$ cat src/tfs_pkg.sv
// Shared constants, state codes and helpers for the temperature fault supervisor.
// Assumes a 40 MHz system clock and temperature samples in signed 1/16 degree units.
package tfs_pkg;

	// Command codes of the threshold and action registers
	localparam logic [7:0] CMD_OT_FAULT_THR = 8'h4F;
	localparam logic [7:0] CMD_OT_FAULT_ACT = 8'h50;
	localparam logic [7:0] CMD_OT_WARN_THR = 8'h51;
	localparam logic [7:0] CMD_UT_WARN_THR = 8'h52;
	localparam logic [7:0] CMD_UT_FAULT_THR = 8'h53;
	localparam logic [7:0] CMD_UT_FAULT_ACT = 8'h54;
	// Standard clear-faults command of the bus
	localparam logic [7:0] CMD_CLEAR_FAULTS = 8'h03;

	// Reset values of the registers
	localparam logic [15:0] RST_OT_FAULT_THR = 16'hEBE8;
	localparam logic [15:0] RST_OT_WARN_THR = 16'hEB70;
	localparam logic [15:0] RST_UT_WARN_THR = 16'hE580;
	localparam logic [15:0] RST_UT_FAULT_THR = 16'hE490;
	localparam logic [7:0] RST_FAULT_ACT = 8'h80;

	// Action byte fields
	localparam int ACT_BEHAV_HI = 7;
	localparam int ACT_BEHAV_LO = 6;
	localparam int ACT_RETRY_HI = 5;
	localparam int ACT_RETRY_LO = 3;
	localparam int ACT_TIME_HI = 2;
	localparam int ACT_TIME_LO = 0;

	// Response behaviour codes
	localparam logic [1:0] BEHAV_IGNORE = 2'h0;
	localparam logic [1:0] BEHAV_DELAY_OFF = 2'h1;
	localparam logic [1:0] BEHAV_OFF_NOW = 2'h2;
	localparam logic [1:0] BEHAV_HOLD_OFF = 2'h3;

	// Retry codes
	localparam logic [2:0] RETRY_NONE = 3'h0;
	localparam logic [2:0] RETRY_FOREVER = 3'h7;

	// Linear-11 word fields and internal temperature scale
	localparam int L11_EXP_HI = 15;
	localparam int L11_EXP_LO = 11;
	localparam int L11_MANT_HI = 10;
	localparam int TEMP_FRAC_BITS = 4;

	// Temperature status bit positions
	localparam int STAT_UT_FAULT = 0;
	localparam int STAT_UT_WARN = 1;
	localparam int STAT_OT_WARN = 2;
	localparam int STAT_OT_FAULT = 3;

	// Timing: unit of the action time field
	localparam int CLK_FREQ_MHZ = 40;
	localparam int TIME_UNIT_US = 1000;
	localparam int TMR_W = 24;

	// One-hot states of a fault response sequencer
	typedef enum logic [4:0] {
		SEQ_RUN = 5'h01,
		SEQ_DELAY = 5'h02,
		SEQ_WAIT = 5'h04,
		SEQ_LATCHED = 5'h08,
		SEQ_HOLD = 5'h10
	} tfs_seq_state_t;

	// Cycles for a time field value, never less than one
	function automatic logic [TMR_W-1:0] tfs_time_cycles(input logic [2:0] t,
		input logic [TMR_W-1:0] unit);
		logic [TMR_W-1:0] prod;
		prod = TMR_W'(t * unit);
		return (t == 3'h0) ? TMR_W'(1) : prod;
	endfunction

	// Linear-11 word to signed value in 1/16 degree units
	function automatic logic signed [31:0] tfs_l11_to_q4(input logic [15:0] w);
		logic signed [4:0] e;
		logic signed [31:0] m;
		logic signed [6:0] sh;
		e = w[L11_EXP_HI:L11_EXP_LO];
		m = 32'(signed'(w[L11_MANT_HI:0]));
		sh = 7'(e) + 7'(TEMP_FRAC_BITS);
		if (sh >= 0) begin
			return m <<< sh;
		end
		return m >>> (-sh);
	endfunction

endpackage

$ cat src/tfs_fault_seq.sv
// Fault response sequencer for one temperature fault source.
// Assumes fault_i is a hysteretic level and run_i is the host enable of the rail.
`timescale 1ns/10ps
module tfs_fault_seq #(
	parameter logic [tfs_pkg::TMR_W-1:0] UNIT_CYCLES = tfs_pkg::TMR_W'(40000)
) (
	input wire logic clk_i,
	input wire logic srst_i,
	input wire logic run_i,
	input wire logic fault_i,
	input wire logic [7:0] action_i,
	output logic rail_ok_o,
	output logic latched_o
);
	import tfs_pkg::*;

	tfs_seq_state_t state, next_state; // Sequencer state
	logic [TMR_W-1:0] tmr, next_tmr; // Delay and retry interval timer
	logic [2:0] tries, next_tries; // Restart attempts made
	logic [1:0] behav; // Response behaviour field
	logic [2:0] retry; // Retry field
	logic [TMR_W-1:0] span; // Programmed time in cycles
	logic retry_left; // Another restart allowed
	tfs_seq_state_t off_state; // Where a shutdown leads

	// Field decode, same for both sources
	always_comb begin
		behav = action_i[ACT_BEHAV_HI:ACT_BEHAV_LO];
		retry = action_i[ACT_RETRY_HI:ACT_RETRY_LO];
		span = tfs_time_cycles(action_i[ACT_TIME_HI:ACT_TIME_LO], UNIT_CYCLES);
		retry_left = (retry == RETRY_FOREVER) || ((retry != RETRY_NONE) && (tries < retry));
		off_state = retry_left ? SEQ_WAIT : SEQ_LATCHED;
	end

	// Next state of the sequencer
	always_comb begin
		next_state = state;
		next_tmr = tmr;
		next_tries = tries;
		if (!run_i) begin
			// Host disable restarts the sequence
			next_state = SEQ_RUN;
			next_tmr = '0;
			next_tries = 3'h0;
		end else begin
			unique case (state)
				SEQ_RUN: begin
					if (fault_i) begin
						unique case (behav)
							BEHAV_IGNORE: next_state = SEQ_RUN;
							BEHAV_DELAY_OFF: begin
								next_state = SEQ_DELAY;
								next_tmr = span;
							end
							BEHAV_OFF_NOW: begin
								next_state = off_state;
								next_tmr = span;
							end
							BEHAV_HOLD_OFF: next_state = SEQ_HOLD;
						endcase
					end
				end
				SEQ_DELAY: begin
					// Count down, then shut down
					if (tmr <= TMR_W'(1)) begin
						next_state = off_state;
						next_tmr = span;
					end else begin
						next_tmr = tmr - TMR_W'(1);
					end
				end
				SEQ_WAIT: begin
					// Interval between restarts
					if (tmr <= TMR_W'(1)) begin
						next_state = SEQ_RUN;
						if (retry != RETRY_FOREVER) begin
							next_tries = tries + 3'h1;
						end
					end else begin
						next_tmr = tmr - TMR_W'(1);
					end
				end
				SEQ_LATCHED: next_state = SEQ_LATCHED;
				SEQ_HOLD: begin
					if (!fault_i) begin
						next_state = SEQ_RUN;
					end
				end
				default: next_state = SEQ_RUN;
			endcase
		end
	end

	// Sequencer registers
	always_ff @(posedge clk_i) begin
		if (srst_i) begin
			state <= SEQ_RUN;
			tmr <= '0;
			tries <= 3'h0;
		end else begin
			state <= next_state;
			tmr <= next_tmr;
			tries <= next_tries;
		end
	end

	// Rail allowed while running or still in the delay
	assign rail_ok_o = (state == SEQ_RUN) || (state == SEQ_DELAY);
	assign latched_o = (state == SEQ_LATCHED);

endmodule

$ cat src/tfs_temp_supervisor.sv
// Temperature fault supervisor: thresholds, hysteretic fault flags, sticky status,
// host notification and per-source fault response sequencing.
// Assumes commands arrive already decoded from the bus as one-cycle strobes, and
// temperature samples come from logic on the same clock in signed 1/16 degree units.
`timescale 1ns/10ps
module tfs_temp_supervisor #(
	parameter logic [tfs_pkg::TMR_W-1:0] TIME_UNIT_CYCLES =
		tfs_pkg::TMR_W'(tfs_pkg::TIME_UNIT_US * tfs_pkg::CLK_FREQ_MHZ)
) (
	input wire logic clk_i,
	input wire logic srst_i,
	input wire logic cmd_valid_i,
	input wire logic cmd_write_i,
	input wire logic [7:0] cmd_code_i,
	input wire logic [15:0] cmd_wdata_i,
	output logic [15:0] rd_data_o,
	output logic rd_valid_o,
	output logic cmd_unsup_o,
	input wire logic signed [15:0] temp_q4_i,
	input wire logic temp_valid_i,
	input wire logic enable_i,
	output logic rail_enable_o,
	output logic [3:0] status_temp_o,
	output logic temp_summary_o,
	output logic alert_n_o,
	output logic ot_fault_active_o,
	output logic ut_fault_active_o
);
	import tfs_pkg::*;

	// Register file
	logic [15:0] ot_fault_thr, next_ot_fault_thr; // Over-temp fault threshold
	logic [15:0] ot_warn_thr, next_ot_warn_thr; // Over-temp warning threshold
	logic [15:0] ut_warn_thr, next_ut_warn_thr; // Under-temp warning threshold
	logic [15:0] ut_fault_thr, next_ut_fault_thr; // Under-temp fault threshold
	logic [7:0] ot_act, next_ot_act; // Over-temp fault action
	logic [7:0] ut_act, next_ut_act; // Under-temp fault action
	logic clear_faults; // Clear-faults strobe

	// Read answer
	logic [15:0] next_rd_data; // Read data next value
	logic next_rd_valid; // Read strobe next value
	logic next_cmd_unsup; // Unknown command next value
	logic code_known; // Code matches a register

	// Comparison path
	logic signed [31:0] temp_ext; // Sample at comparison width
	logic above_ot_fault; // Hotter than fault threshold
	logic above_ot_warn; // Hotter than warning threshold
	logic below_ot_warn; // Cooler than over-temp warning
	logic below_ut_fault; // Colder than fault threshold
	logic below_ut_warn; // Colder than warning threshold
	logic above_ut_warn; // Warmer than under-temp warning

	// Hysteretic fault levels and sticky status
	logic ot_fault, next_ot_fault; // Over-temp fault level
	logic ut_fault, next_ut_fault; // Under-temp fault level
	logic [3:0] status, next_status; // Sticky temperature status
	logic alert_n, next_alert_n; // Host notify line

	// Sequencer outputs
	logic ot_rail_ok; // Over-temp sequencer allows rail
	logic ut_rail_ok; // Under-temp sequencer allows rail
	logic rail_en, next_rail_en; // Registered rail enable

	// Register writes and the clear-faults command
	always_comb begin
		next_ot_fault_thr = ot_fault_thr;
		next_ot_warn_thr = ot_warn_thr;
		next_ut_warn_thr = ut_warn_thr;
		next_ut_fault_thr = ut_fault_thr;
		next_ot_act = ot_act;
		next_ut_act = ut_act;
		clear_faults = 1'b0;
		if (cmd_valid_i && cmd_write_i) begin
			unique case (cmd_code_i)
				CMD_OT_FAULT_THR: next_ot_fault_thr = cmd_wdata_i;
				CMD_OT_FAULT_ACT: next_ot_act = cmd_wdata_i[7:0];
				CMD_OT_WARN_THR: next_ot_warn_thr = cmd_wdata_i;
				CMD_UT_WARN_THR: next_ut_warn_thr = cmd_wdata_i;
				CMD_UT_FAULT_THR: next_ut_fault_thr = cmd_wdata_i;
				CMD_UT_FAULT_ACT: next_ut_act = cmd_wdata_i[7:0];
				CMD_CLEAR_FAULTS: clear_faults = 1'b1;
				default: clear_faults = 1'b0;
			endcase
		end
	end

	// Register file storage with documented reset values
	always_ff @(posedge clk_i) begin
		if (srst_i) begin
			ot_fault_thr <= RST_OT_FAULT_THR;
			ot_warn_thr <= RST_OT_WARN_THR;
			ut_warn_thr <= RST_UT_WARN_THR;
			ut_fault_thr <= RST_UT_FAULT_THR;
			ot_act <= RST_FAULT_ACT;
			ut_act <= RST_FAULT_ACT;
		end else begin
			ot_fault_thr <= next_ot_fault_thr;
			ot_warn_thr <= next_ot_warn_thr;
			ut_warn_thr <= next_ut_warn_thr;
			ut_fault_thr <= next_ut_fault_thr;
			ot_act <= next_ot_act;
			ut_act <= next_ut_act;
		end
	end

	// Read data and unknown command detection
	always_comb begin
		next_rd_data = rd_data_o;
		code_known = 1'b1;
		unique case (cmd_code_i)
			CMD_OT_FAULT_THR: next_rd_data = ot_fault_thr;
			CMD_OT_FAULT_ACT: next_rd_data = {8'h00, ot_act};
			CMD_OT_WARN_THR: next_rd_data = ot_warn_thr;
			CMD_UT_WARN_THR: next_rd_data = ut_warn_thr;
			CMD_UT_FAULT_THR: next_rd_data = ut_fault_thr;
			CMD_UT_FAULT_ACT: next_rd_data = {8'h00, ut_act};
			CMD_CLEAR_FAULTS: begin
				// Write only; reads as zero
				next_rd_data = 16'h0000;
				code_known = cmd_write_i;
			end
			default: begin
				next_rd_data = 16'h0000;
				code_known = 1'b0;
			end
		endcase
		if (!(cmd_valid_i && !cmd_write_i)) begin
			// Hold the last answer between reads
			next_rd_data = rd_data_o;
		end
		next_rd_valid = cmd_valid_i && !cmd_write_i;
		next_cmd_unsup = cmd_valid_i && !code_known;
	end

	// Read answer registers
	always_ff @(posedge clk_i) begin
		if (srst_i) begin
			rd_data_o <= 16'h0000;
			rd_valid_o <= 1'b0;
			cmd_unsup_o <= 1'b0;
		end else begin
			rd_data_o <= next_rd_data;
			rd_valid_o <= next_rd_valid;
			cmd_unsup_o <= next_cmd_unsup;
		end
	end

	// Threshold comparisons against decoded words
	always_comb begin
		temp_ext = 32'(temp_q4_i);
		above_ot_fault = temp_ext > tfs_l11_to_q4(ot_fault_thr);
		above_ot_warn = temp_ext > tfs_l11_to_q4(ot_warn_thr);
		below_ot_warn = temp_ext < tfs_l11_to_q4(ot_warn_thr);
		below_ut_fault = temp_ext < tfs_l11_to_q4(ut_fault_thr);
		below_ut_warn = temp_ext < tfs_l11_to_q4(ut_warn_thr);
		above_ut_warn = temp_ext > tfs_l11_to_q4(ut_warn_thr);
	end

	// Fault levels with hysteresis against the warning thresholds
	always_comb begin
		next_ot_fault = ot_fault;
		next_ut_fault = ut_fault;
		if (temp_valid_i) begin
			if (above_ot_fault) begin
				next_ot_fault = 1'b1;
			end else if (below_ot_warn) begin
				next_ot_fault = 1'b0;
			end
			if (below_ut_fault) begin
				next_ut_fault = 1'b1;
			end else if (above_ut_warn) begin
				next_ut_fault = 1'b0;
			end
		end
	end

	// Sticky status; a new event wins over a clear in the same cycle
	always_comb begin
		next_status = status;
		if (clear_faults) begin
			next_status = 4'h0;
		end
		if (temp_valid_i && above_ot_warn) begin
			next_status[STAT_OT_WARN] = 1'b1;
		end
		if (temp_valid_i && below_ut_warn) begin
			next_status[STAT_UT_WARN] = 1'b1;
		end
		if (next_ot_fault) begin
			next_status[STAT_OT_FAULT] = 1'b1;
		end
		if (next_ut_fault) begin
			next_status[STAT_UT_FAULT] = 1'b1;
		end
		next_alert_n = ~(|next_status);
		next_rail_en = enable_i && ot_rail_ok && ut_rail_ok;
	end

	// Fault, status, notify and rail registers
	always_ff @(posedge clk_i) begin
		if (srst_i) begin
			ot_fault <= 1'b0;
			ut_fault <= 1'b0;
			status <= 4'h0;
			alert_n <= 1'b1;
			rail_en <= 1'b0;
		end else begin
			ot_fault <= next_ot_fault;
			ut_fault <= next_ut_fault;
			status <= next_status;
			alert_n <= next_alert_n;
			rail_en <= next_rail_en;
		end
	end

	// Over-temperature response sequencer
	tfs_fault_seq #(
		.UNIT_CYCLES(TIME_UNIT_CYCLES)
	) u_ot_seq (
		.clk_i(clk_i),
		.srst_i(srst_i),
		.run_i(enable_i),
		.fault_i(ot_fault),
		.action_i(ot_act),
		.rail_ok_o(ot_rail_ok),
		.latched_o()
	);

	// Under-temperature response sequencer
	tfs_fault_seq #(
		.UNIT_CYCLES(TIME_UNIT_CYCLES)
	) u_ut_seq (
		.clk_i(clk_i),
		.srst_i(srst_i),
		.run_i(enable_i),
		.fault_i(ut_fault),
		.action_i(ut_act),
		.rail_ok_o(ut_rail_ok),
		.latched_o()
	);

	// Output drive
	assign status_temp_o = status;
	assign temp_summary_o = |status;
	assign alert_n_o = alert_n;
	assign rail_enable_o = rail_en;
	assign ot_fault_active_o = ot_fault;
	assign ut_fault_active_o = ut_fault;

endmodule

$ cat config.mk
export PLATFORM = sky130hd
export DESIGN_NAME = tfs_temp_supervisor
export DESIGN_NICKNAME = d
export VERILOG_FILES = /design/src/tfs_pkg.sv /design/src/tfs_fault_seq.sv /design/src/tfs_temp_supervisor.sv
export SDC_FILE = /design/constraint.sdc
export NUM_CORES = 1
export LEC_CHECK = 0
export ABC_CLOCK_PERIOD_IN_PS = 4700
export BUFFER_PORTS_ARGS = -buffer_cell sky130_fd_sc_hd__buf_2
export CORE_ASPECT_RATIO = 0.9
export CORE_UTILIZATION = 40
export CTS_CLUSTER_DIAMETER = 200
export CTS_CLUSTER_SIZE = 12
export DETAILED_ROUTE_END_ITERATION = 8
export GPL_TIMING_DRIVEN = 0
export HOLD_SLACK_MARGIN = 0.12
export PLACE_DENSITY = 0.58
export SETUP_SLACK_MARGIN = 0.2
export SLEW_MARGIN = 20
export SYNTH_ARGS = -nofsm -noshare
export SYNTH_HDL_FRONTEND = slang
export SYNTH_SLANG_ARGS = --single-unit
$ cat constraint.sdc
create_clock -name clk_i -period 4.7 [get_ports clk_i]
set_clock_uncertainty 0.1 [all_clocks]
set_input_delay 0.94 -clock clk_i [delete_from_list [all_inputs] [get_ports clk_i]]
set_output_delay 0.94 -clock clk_i [all_outputs]
set_load 0.005 [all_outputs]
# Yosys cells after proc, flatten, opt, wreduce, memory -nomap -nowiden
# Cells that the tools add are included.
[word_totals]
latchBits = 0
memories = 0
mem_bits_rw = 0
reg_bits = 170
output_inout_bits = 27
inputBits = 46
elab_cells = 191
rom_bits = 0
[op_classes]
n_shift = 8
n_mux = 53
n_div = 0
bitwise_logic = 2
magnitude_cmp = 14
n_addsub = 12
n_mul = 2
n_reduce_logical = 41
n_eq_ne = 39
[op_table]
columns = ["op", "n"]
rows = [
  ["two-way mux 32 bit", 8],
  ["two-way mux 24 bit", 8],
  ["case mux 24 bit (3 select lines)", 2],
  ["<<< shifter 11 x 7 -> 32 bit", 4],
  [">>> shifter 11 x 7 -> 32 bit", 4],
  ["greater-than comparator 16 x 32 -> 1 bit", 3],
  ["< comparator 16 x 32 -> 1 bit", 3],
  ["case mux 16 bit (6 select lines)", 1],
  ["case mux 5 bit (5 select lines)", 2],
  ["== test 8 x 7 -> 1 bit, second input constant", 6],
  ["<= comparator 24 x 1 -> 1 bit, second input constant", 2],
  ["subtractor 24 x 1 -> 24 bit, second input constant", 2],
  ["two-way mux 5 bit", 8],
  ["case mux 5 bit (4 select lines)", 2],
  ["two-way mux 19 bit", 2],
  ["negation 6 -> 7 bit", 4],
  ["multiplier 3 x 10 -> 13 bit, second input constant", 2],
  ["adder 5 x 4 -> 6 bit, second input constant", 4],
  ["greater-or-equal comparator 6 x 1 -> 1 bit, second input constant", 4],
  ["two-way mux 1 bit", 16],
  ["!= test 2 bit, second input constant", 8],
  ["AND reduction 4 bit", 4],
  ["two-way mux 4 bit", 3],
  ["AND reduction 2 bit", 6],
  ["other kinds (25)", 63],
]

# Logic depth before layout (Yosys ltp)
[depth]
depth_word = 11
depth_mapped = 21
depth_no_buf = 19

# By module
# Synthesis repeated with hierarchy kept, for this count alone.
[hier_totals]
hier_cells = 2460
hier_area_um2 = 18247.5
[modules_own_cells]
columns = ["mod", "area_per_inst_um2", "instances", "cells_each", "seq_area_each_um2"]
rows = [
  ["tfs_temp_supervisor", 13590.5, 1, 1872, 2122.0],
  ["tfs_fault_seq at u_ut_seq", 2388.5, 1, 301, 640.6],
  ["tfs_fault_seq at u_ot_seq", 2268.4, 1, 287, 640.6],
]

# Worst setup path after synthesis
# OpenSTA, ideal clock, no wires.
[synth_path]
path_type = "register to register"
from = "reg ut_warn_thr[11]"
to = "reg alert_n, in the netlist alert_n_o"
required_ns = 4.504
stages_incl_launch_ff = 20
synth_period_minus_slack_ns = 4.764
setup_ns = 0.096
n_path_buf = 3
path_slack_ns = -0.064
arrival_time_ns = 4.568
cell_sequence = "dfxtp_1 -> buf_1 -> clkinv_1 -> ha_1 -> clkbuf_1 -> clkbuf_1 -> mux4_2 -> and2_1 -> a311o_1 -> a21oi_1 -> o32a_1 -> ha_1 -> and3_1 -> o21ai_0 -> a21oi_1 -> o21ai_0 -> a2111oi_0 -> or4_1 -> nand3_1 -> nor4b_1"
[synth_between]
elab_chain_len = 11
word_cells_on_any_way = 18
cone_classes = "add/sub: 2; order compare: 3; shift: 2; mux: 8; bitwise: 1; reduce/logical: 2"
[synth_lines]
columns = ["element", "line", "text"]
rows = [
  ["from (decl)", "tfs_temp_supervisor.sv:34", "logic [15:0] ut_warn_thr, next_ut_warn_thr;"],
  ["from (signal assigned)", "tfs_temp_supervisor.sv:101", "ut_warn_thr <= next_ut_warn_thr;"],
  ["adder 5 x 4 -> 6 bit (*)", "tfs_pkg.sv:81", "sh = 7'(e) + 7'(TEMP_FRAC_BITS);"],
  ["negation 6 -> 7 bit (tied with other cells)", "tfs_pkg.sv:85", "return m >>> (-sh);"],
  [">>> shifter 11 x 7 -> 32 bit (tied with other cells)", "tfs_pkg.sv:85", ""],
  ["two-way mux 32 bit (*)", "tfs_pkg.sv:85", ""],
  ["greater-than comparator 16 x 32 -> 1 bit", "tfs_temp_supervisor.sv:158", "above_ut_warn = temp_ext > tfs_l11_to_q4(ut_warn_thr);"],
  ["two-way mux 1 bit", "tfs_temp_supervisor.sv:173", "end else if (above_ut_warn) begin"],
  ["two-way mux 1 bit", "tfs_temp_supervisor.sv:171", "if (below_ut_fault) begin"],
  ["two-way mux 1 bit", "tfs_temp_supervisor.sv:165", "if (temp_valid_i) begin"],
  ["two-way mux 1 bit", "tfs_temp_supervisor.sv:194", "if (next_ut_fault) begin"],
  ["OR reduction 4 bit (*)", "tfs_temp_supervisor.sv:197", "next_alert_n = ~(|next_status);"],
  ["inverter 1 bit (*)", "tfs_temp_supervisor.sv:197", ""],
  ["to (signal assigned)", "tfs_temp_supervisor.sv:213", "alert_n <= next_alert_n;"],
  ["to (decl)", "tfs_temp_supervisor.sv:59", "logic alert_n, next_alert_n;"],
]
# Mark *: on every way between the ends. The rest lies on a longest branch, timed or not. The select of a mux whose other input is x is not followed.
# A chain may end at the register's enable or synchronous reset.

# Final worst setup path
# Same ends and word-level chain as after synthesis.

==> key figures <==
Status
  • Status: finished clean

Pwr
  • Internal: around 2.5 mW
  • Total power draw: roughly 3.6 mW
  • Portion of total power attributed to combinational logic: between 10% and 20%
  • PD cells: about 170 nW/um^2
  • Largest vdd supply drop: 0.000301 V
  • Switching power total: around 1.1 mW
  • Part of the total power dissipated in the clock network: between 40% and 50%
  • Net switching share of the total power: 30.5%
  • Seq pwr share: between 40% and 50%
  • Reported leakage power: between 8 and 9 nW

STA
  • Maximum frequency from static timing analysis: around 230 MHz
  • Relative slew slack: roughly a third
  • RSZ-0062 raised after global routing: true
  • Final count of negative-setup-slack endpoints: 0
  • Hold slack final: roughly 380 ps
  • Final Hold Fails: 0
  • Final count of pins violating max slew: 0
  • Transition at the pin with the smallest max-transition slack: approximately 1000 ps
  • Fraction of the cycle the final worst path needs: 93.3%
  • Minimum period implied by the final worst setup slack: around 4400 ps

Die
  • Die outline height: about 200 microns
  • Cell Rows: 72
  • Core area: around 43000 sq um
  • Top-level port count: 73
  • Die W: between 200 and 250 microns
  • Die ar.: between 40000 and 50000 sq um
  • Starting density of the core: between 40% and 50%

Synthesis
  • Post-synth EDFFs: 0
  • Synth async-reset ratio: 0%
  • Number of register bits inferred by synthesis: 170
  • Sequential element share of the synthesized area: about a fifth
  • Synthesized Nets: between 2k and 3k
  • Number of distinct library cells after synthesis: 92
  • Yosys warnings: 0
  • Cells after Synth: between 2k and 2.5k
  • Post-synthesis instance area: ~18000 sq um
  • Syn avg cell area: between 7 and 8 sq um
  • Dominant synthesized flop cell: sky130_fd_sc_hd__dfxtp_1

CTS
  • Clock input transition at the sequential cells of the worst setup and hold paths: around 70 ps
  • Clock tree from TritonCTS: built
  • Clk_lat worst skew: roughly 480 ps
  • Cts hold-fix bufs: 0
  • Maximum clock insertion buffer count: 2
  • Inserted Clock Buffers: 17
  • H-tree depth: 4
  • CTS root buffer: sky130_fd_sc_hd__clkbuf_16
  • TritonCTS sink count: 170

Critical path
  • Type of the setup path with the least slack: reg2reg
  • Critical Path Sink Type: flip-flop
  • Cell with the largest stage delay on the worst path: sky130_fd_sc_hd__or4_4
  • Data arrival time of the critical path: ~4600 ps
  • Largest incremental delay on the critical path: between 500 and 600 ps
  • Crit path max fanout: 10
  • Nature of the critical path startpoint: flip-flop
  • Worst path required time: roughly 5000 ps
  • Worst path bufs/invs: 3
  • Worst-path cell chain: buf_6 -> clkbuf_4 -> clkbuf_4 -> a21oi_1 -> a211oi_2 -> a21boi_1 -> o21ai_1 -> a21oi_1 -> ha_1 -> nand4_1 -> nor2_2 -> nand4b_1 -> or4_4 -> a31o_2 -> or4_4 -> nand3_4 -> nor4b_2
  • Kind of cell adding the most delay to the critical path: simple AND/OR/NAND/NOR gates

Cells and area
  • Final standard cell utilization of the core: between 40 and 50%
  • Area growth, synth to finish: 16.2%
  • Fraction of final layout cells sized beyond drive strength 1: ~17%
  • Commonest cells after routing, fill and taps aside: sky130_fd_sc_hd__nand2_1, sky130_fd_sc_hd__a21oi_1, sky130_fd_sc_hd__nor2_1
  • Most common library cell in the layout ignoring fill and taps: sky130_fd_sc_hd__nand2_1
  • Final Instance Count excl. Fillers: roughly 3.1k
  • Fill cell instance count of the final layout: 4360
  • Design area: a little over 20000 sq um
  • Fin nets: around 2.8k

Global route
  • Met3 routing resource usage after global routing: between 4 and 5%
  • Layer with the highest usage: met2
  • Largest net degree at the start of global routing: 69
  • Global-route wire length before repair: between 100000 and 150000 microns
  • GR Util met1: between 30% and 40%
  • Met2 layer usage reported by global route: a little under half
  • Number of antenna violations at the first check in global routing: 4
  • Number of global-route vias before repair: roughly 18k
  • GR Util All Layers: roughly 29%
  • Overflow left after global routing: 0

Worst hold path
  • Hold Path Class: reg2reg

Drt
  • Average via count per standard cell: ~6.2
  • Drt drc: 0
  • Final wirelength: around 66000 microns
  • ANT nets after route: 0
  • Number of detailed-route iterations in the first pass: 8
  • Violation count after the first detailed-routing iteration: 1812
  • Detail-routed net length per standard cell: 21.2 microns
  • Detailed-route via count: around 19k

Place
  • Routability cong.: roughly 0.96
  • Half-perimeter wire length of the detailed placement result: 50900 microns
  • Post-detailed-placement cell area: 18700 sq um
  • Placed Cells incl. Taps: ~3.0k
  • Port Buffer Count: 70

Job
  • Max-cap viol count: 0
==> state kept, by name, indices dropped and copies added, names as in the netlist, 3 cells and up <==
name,cells
ot_fault_thr,16
rd_data_o,16
ut_fault_thr,16
u_ut_seq.tmr,24
u_ot_seq.tmr,24
u_ut_seq.state,5
ut_warn_thr,16
u_ot_seq.state,5
ot_warn_thr,16
ot_act,8
ut_act,8
u_ut_seq.tries,3
status_temp_o,4
u_ot_seq.tries,3
==> Yosys cell counts (7+ instances only) <==
| master | instances | share of area [%] |
|---|---|---|
| sky130_fd_sc_hd__and2_1 | 19 | 0.67 |
| sky130_fd_sc_hd__inv_1 | 45 | 0.96 |
| sky130_fd_sc_hd__dfxtp_1 | 170 | 19 |
| sky130_fd_sc_hd__xor2_1 | 23 | 1.1 |
| sky130_fd_sc_hd__or2_2 | 7 | 0.25 |
| sky130_fd_sc_hd__a22oi_1 | 28 | 1.2 |
| sky130_fd_sc_hd__nand2b_1 | 22 | 0.78 |
| sky130_fd_sc_hd__and3_1 | 17 | 0.60 |
| sky130_fd_sc_hd__nand2_1 | 345 | 7.3 |
| sky130_fd_sc_hd__o211ai_1 | 25 | 1.1 |
| sky130_fd_sc_hd__ha_1 | 169 | 12 |
| sky130_fd_sc_hd__nor2b_1 | 16 | 0.57 |
| sky130_fd_sc_hd__or3_1 | 15 | 0.53 |
| sky130_fd_sc_hd__o21ai_1 | 12 | 0.34 |
| sky130_fd_sc_hd__a31o_2 | 8 | 0.40 |
| sky130_fd_sc_hd__mux4_2 | 28 | 3.6 |
| sky130_fd_sc_hd__buf_2 | 12 | 0.34 |
| sky130_fd_sc_hd__nor4_1 | 18 | 0.64 |
| sky130_fd_sc_hd__a31oi_1 | 42 | 1.5 |
| sky130_fd_sc_hd__nand4_1 | 32 | 1.1 |
| sky130_fd_sc_hd__nand3b_1 | 8 | 0.34 |
| sky130_fd_sc_hd__a21o_1 | 32 | 1.4 |
| sky130_fd_sc_hd__nor2_1 | 248 | 5.3 |
| sky130_fd_sc_hd__a211oi_1 | 34 | 1.4 |
| sky130_fd_sc_hd__o31ai_1 | 11 | 0.47 |
| sky130_fd_sc_hd__a221oi_1 | 17 | 0.84 |
| sky130_fd_sc_hd__o21a_1 | 8 | 0.34 |
| sky130_fd_sc_hd__mux2_2 | 33 | 2.1 |
| sky130_fd_sc_hd__nand3_1 | 83 | 2.4 |
| sky130_fd_sc_hd__clkbuf_1 | 111 | 2.4 |
| sky130_fd_sc_hd__xnor2_1 | 35 | 1.7 |
| sky130_fd_sc_hd__nor3_1 | 79 | 2.2 |
| sky130_fd_sc_hd__buf_1 | 13 | 0.28 |
| sky130_fd_sc_hd__o22ai_1 | 18 | 0.64 |
| sky130_fd_sc_hd__o221ai_1 | 8 | 0.40 |
| sky130_fd_sc_hd__mux2i_1 | 81 | 4.6 |
| sky130_fd_sc_hd__o21ai_0 | 155 | 4.4 |
| sky130_fd_sc_hd__nor3b_1 | 7 | 0.30 |
| sky130_fd_sc_hd__a21oi_1 | 265 | 7.5 |
==> timing repair <==
| action | 4_1_cts | 5_1_grt |
|---|---|---|
| setup endpoints to repair | 7 | 6 |
| gates resized for setup | 124 | 193 |
| pin swaps | 6 | 24 |
| setup buffers | 10 | 13 |
==> per-layer routing <==
| layer | vias up | wire length (microns) |
|---|---|---|
| met5 | - | 0 |
| met4 | 0 | 2070 |
| met3 | 130 | 4860 |
| met2 | 749 | 30100 |
| met1 | 9151 | 28900 |
| li1 | 9163 | - |
==> area by class of cell <==
type | instances | area, sq um | area share [%]
multi-input cells | 2057 | 14200 | 69.4
flip-flops and latches | 170 | 3420 | 16.7
plain buffers | 143 | 796 | 3.88
well taps | 555 | 694 | 3.38
repair buffers | 93 | 526 | 2.56
clock buffers | 17 | 425 | 2.07
inverters | 51 | 215 | 1.05
clock inverters | 15 | 184 | 0.897
diodes | 3 | 7.51 | 0.0366
==> worst reg2reg max path, cell delays in order (launching register included) <==
cell and delay (ps):
sky130_fd_sc_hd__dfxtp_2 360, sky130_fd_sc_hd__buf_6 140, sky130_fd_sc_hd__clkbuf_4 220, sky130_fd_sc_hd__clkbuf_4 230, sky130_fd_sc_hd__a21oi_1 120, sky130_fd_sc_hd__a211oi_2 370
sky130_fd_sc_hd__a21boi_1 140, sky130_fd_sc_hd__o21ai_1 270, sky130_fd_sc_hd__a21oi_1 120, sky130_fd_sc_hd__ha_1 330, sky130_fd_sc_hd__nand4_1 130, sky130_fd_sc_hd__nor2_2 180
sky130_fd_sc_hd__nand4b_1 200, sky130_fd_sc_hd__or4_4 530, sky130_fd_sc_hd__a31o_2 240, sky130_fd_sc_hd__or4_4 430, sky130_fd_sc_hd__nand3_4 110, sky130_fd_sc_hd__nor4b_2 50
==> metrics by stage <==
step                TNS [ps]  setup slack, ps
detailed placement     -4560            -1240
CTS                        0              201
floorplan                  0              202
global placement       -4260            -1190
finish                     0              316
global route               0              133
==> worst paths after layout <==
path	from	to	slack, ps	depth (start not counted)
worst max-delay path	ut_warn_thr[11]	alert_n_o	320	17
worst min-delay path	status_temp_o[2]	status_temp_o[2]	380	1
worst max register to register	ut_warn_thr[11]	alert_n_o	320	17
worst min register to register	status_temp_o[2]	status_temp_o[2]	380	1
==> cells by family (layout without fill, tap and decap cells) <==
group | after synthesis | count (layout) | share of synthesized area (%)
xor+xnor | 59 | 59 | 2.97
mux | 142 | 142 | 10.3
other cells | 0 | 3 | 0
compound gates | 740 | 740 | 25.9
fa+ha+maj | 175 | 175 | 12.7
simple gates | 941 | 941 | 24.4
buf+inv | 194 | 319 | 4.47
flops | 170 | 170 | 19.3
==> power groups by stage <==
stage / clock [mW] / sequential [mW] / combinational [mW]
global placement: 0 / 1.52 / 0.562
floorplan: 0 / 1.52 / 0.368
finish: 1.48 / 1.49 / 0.598
global route: 1.57 / 1.49 / 0.659
CTS: 1.51 / 1.49 / 0.578
detailed placement: 0 / 1.53 / 0.570
Power figures use the tool's default switching activity.
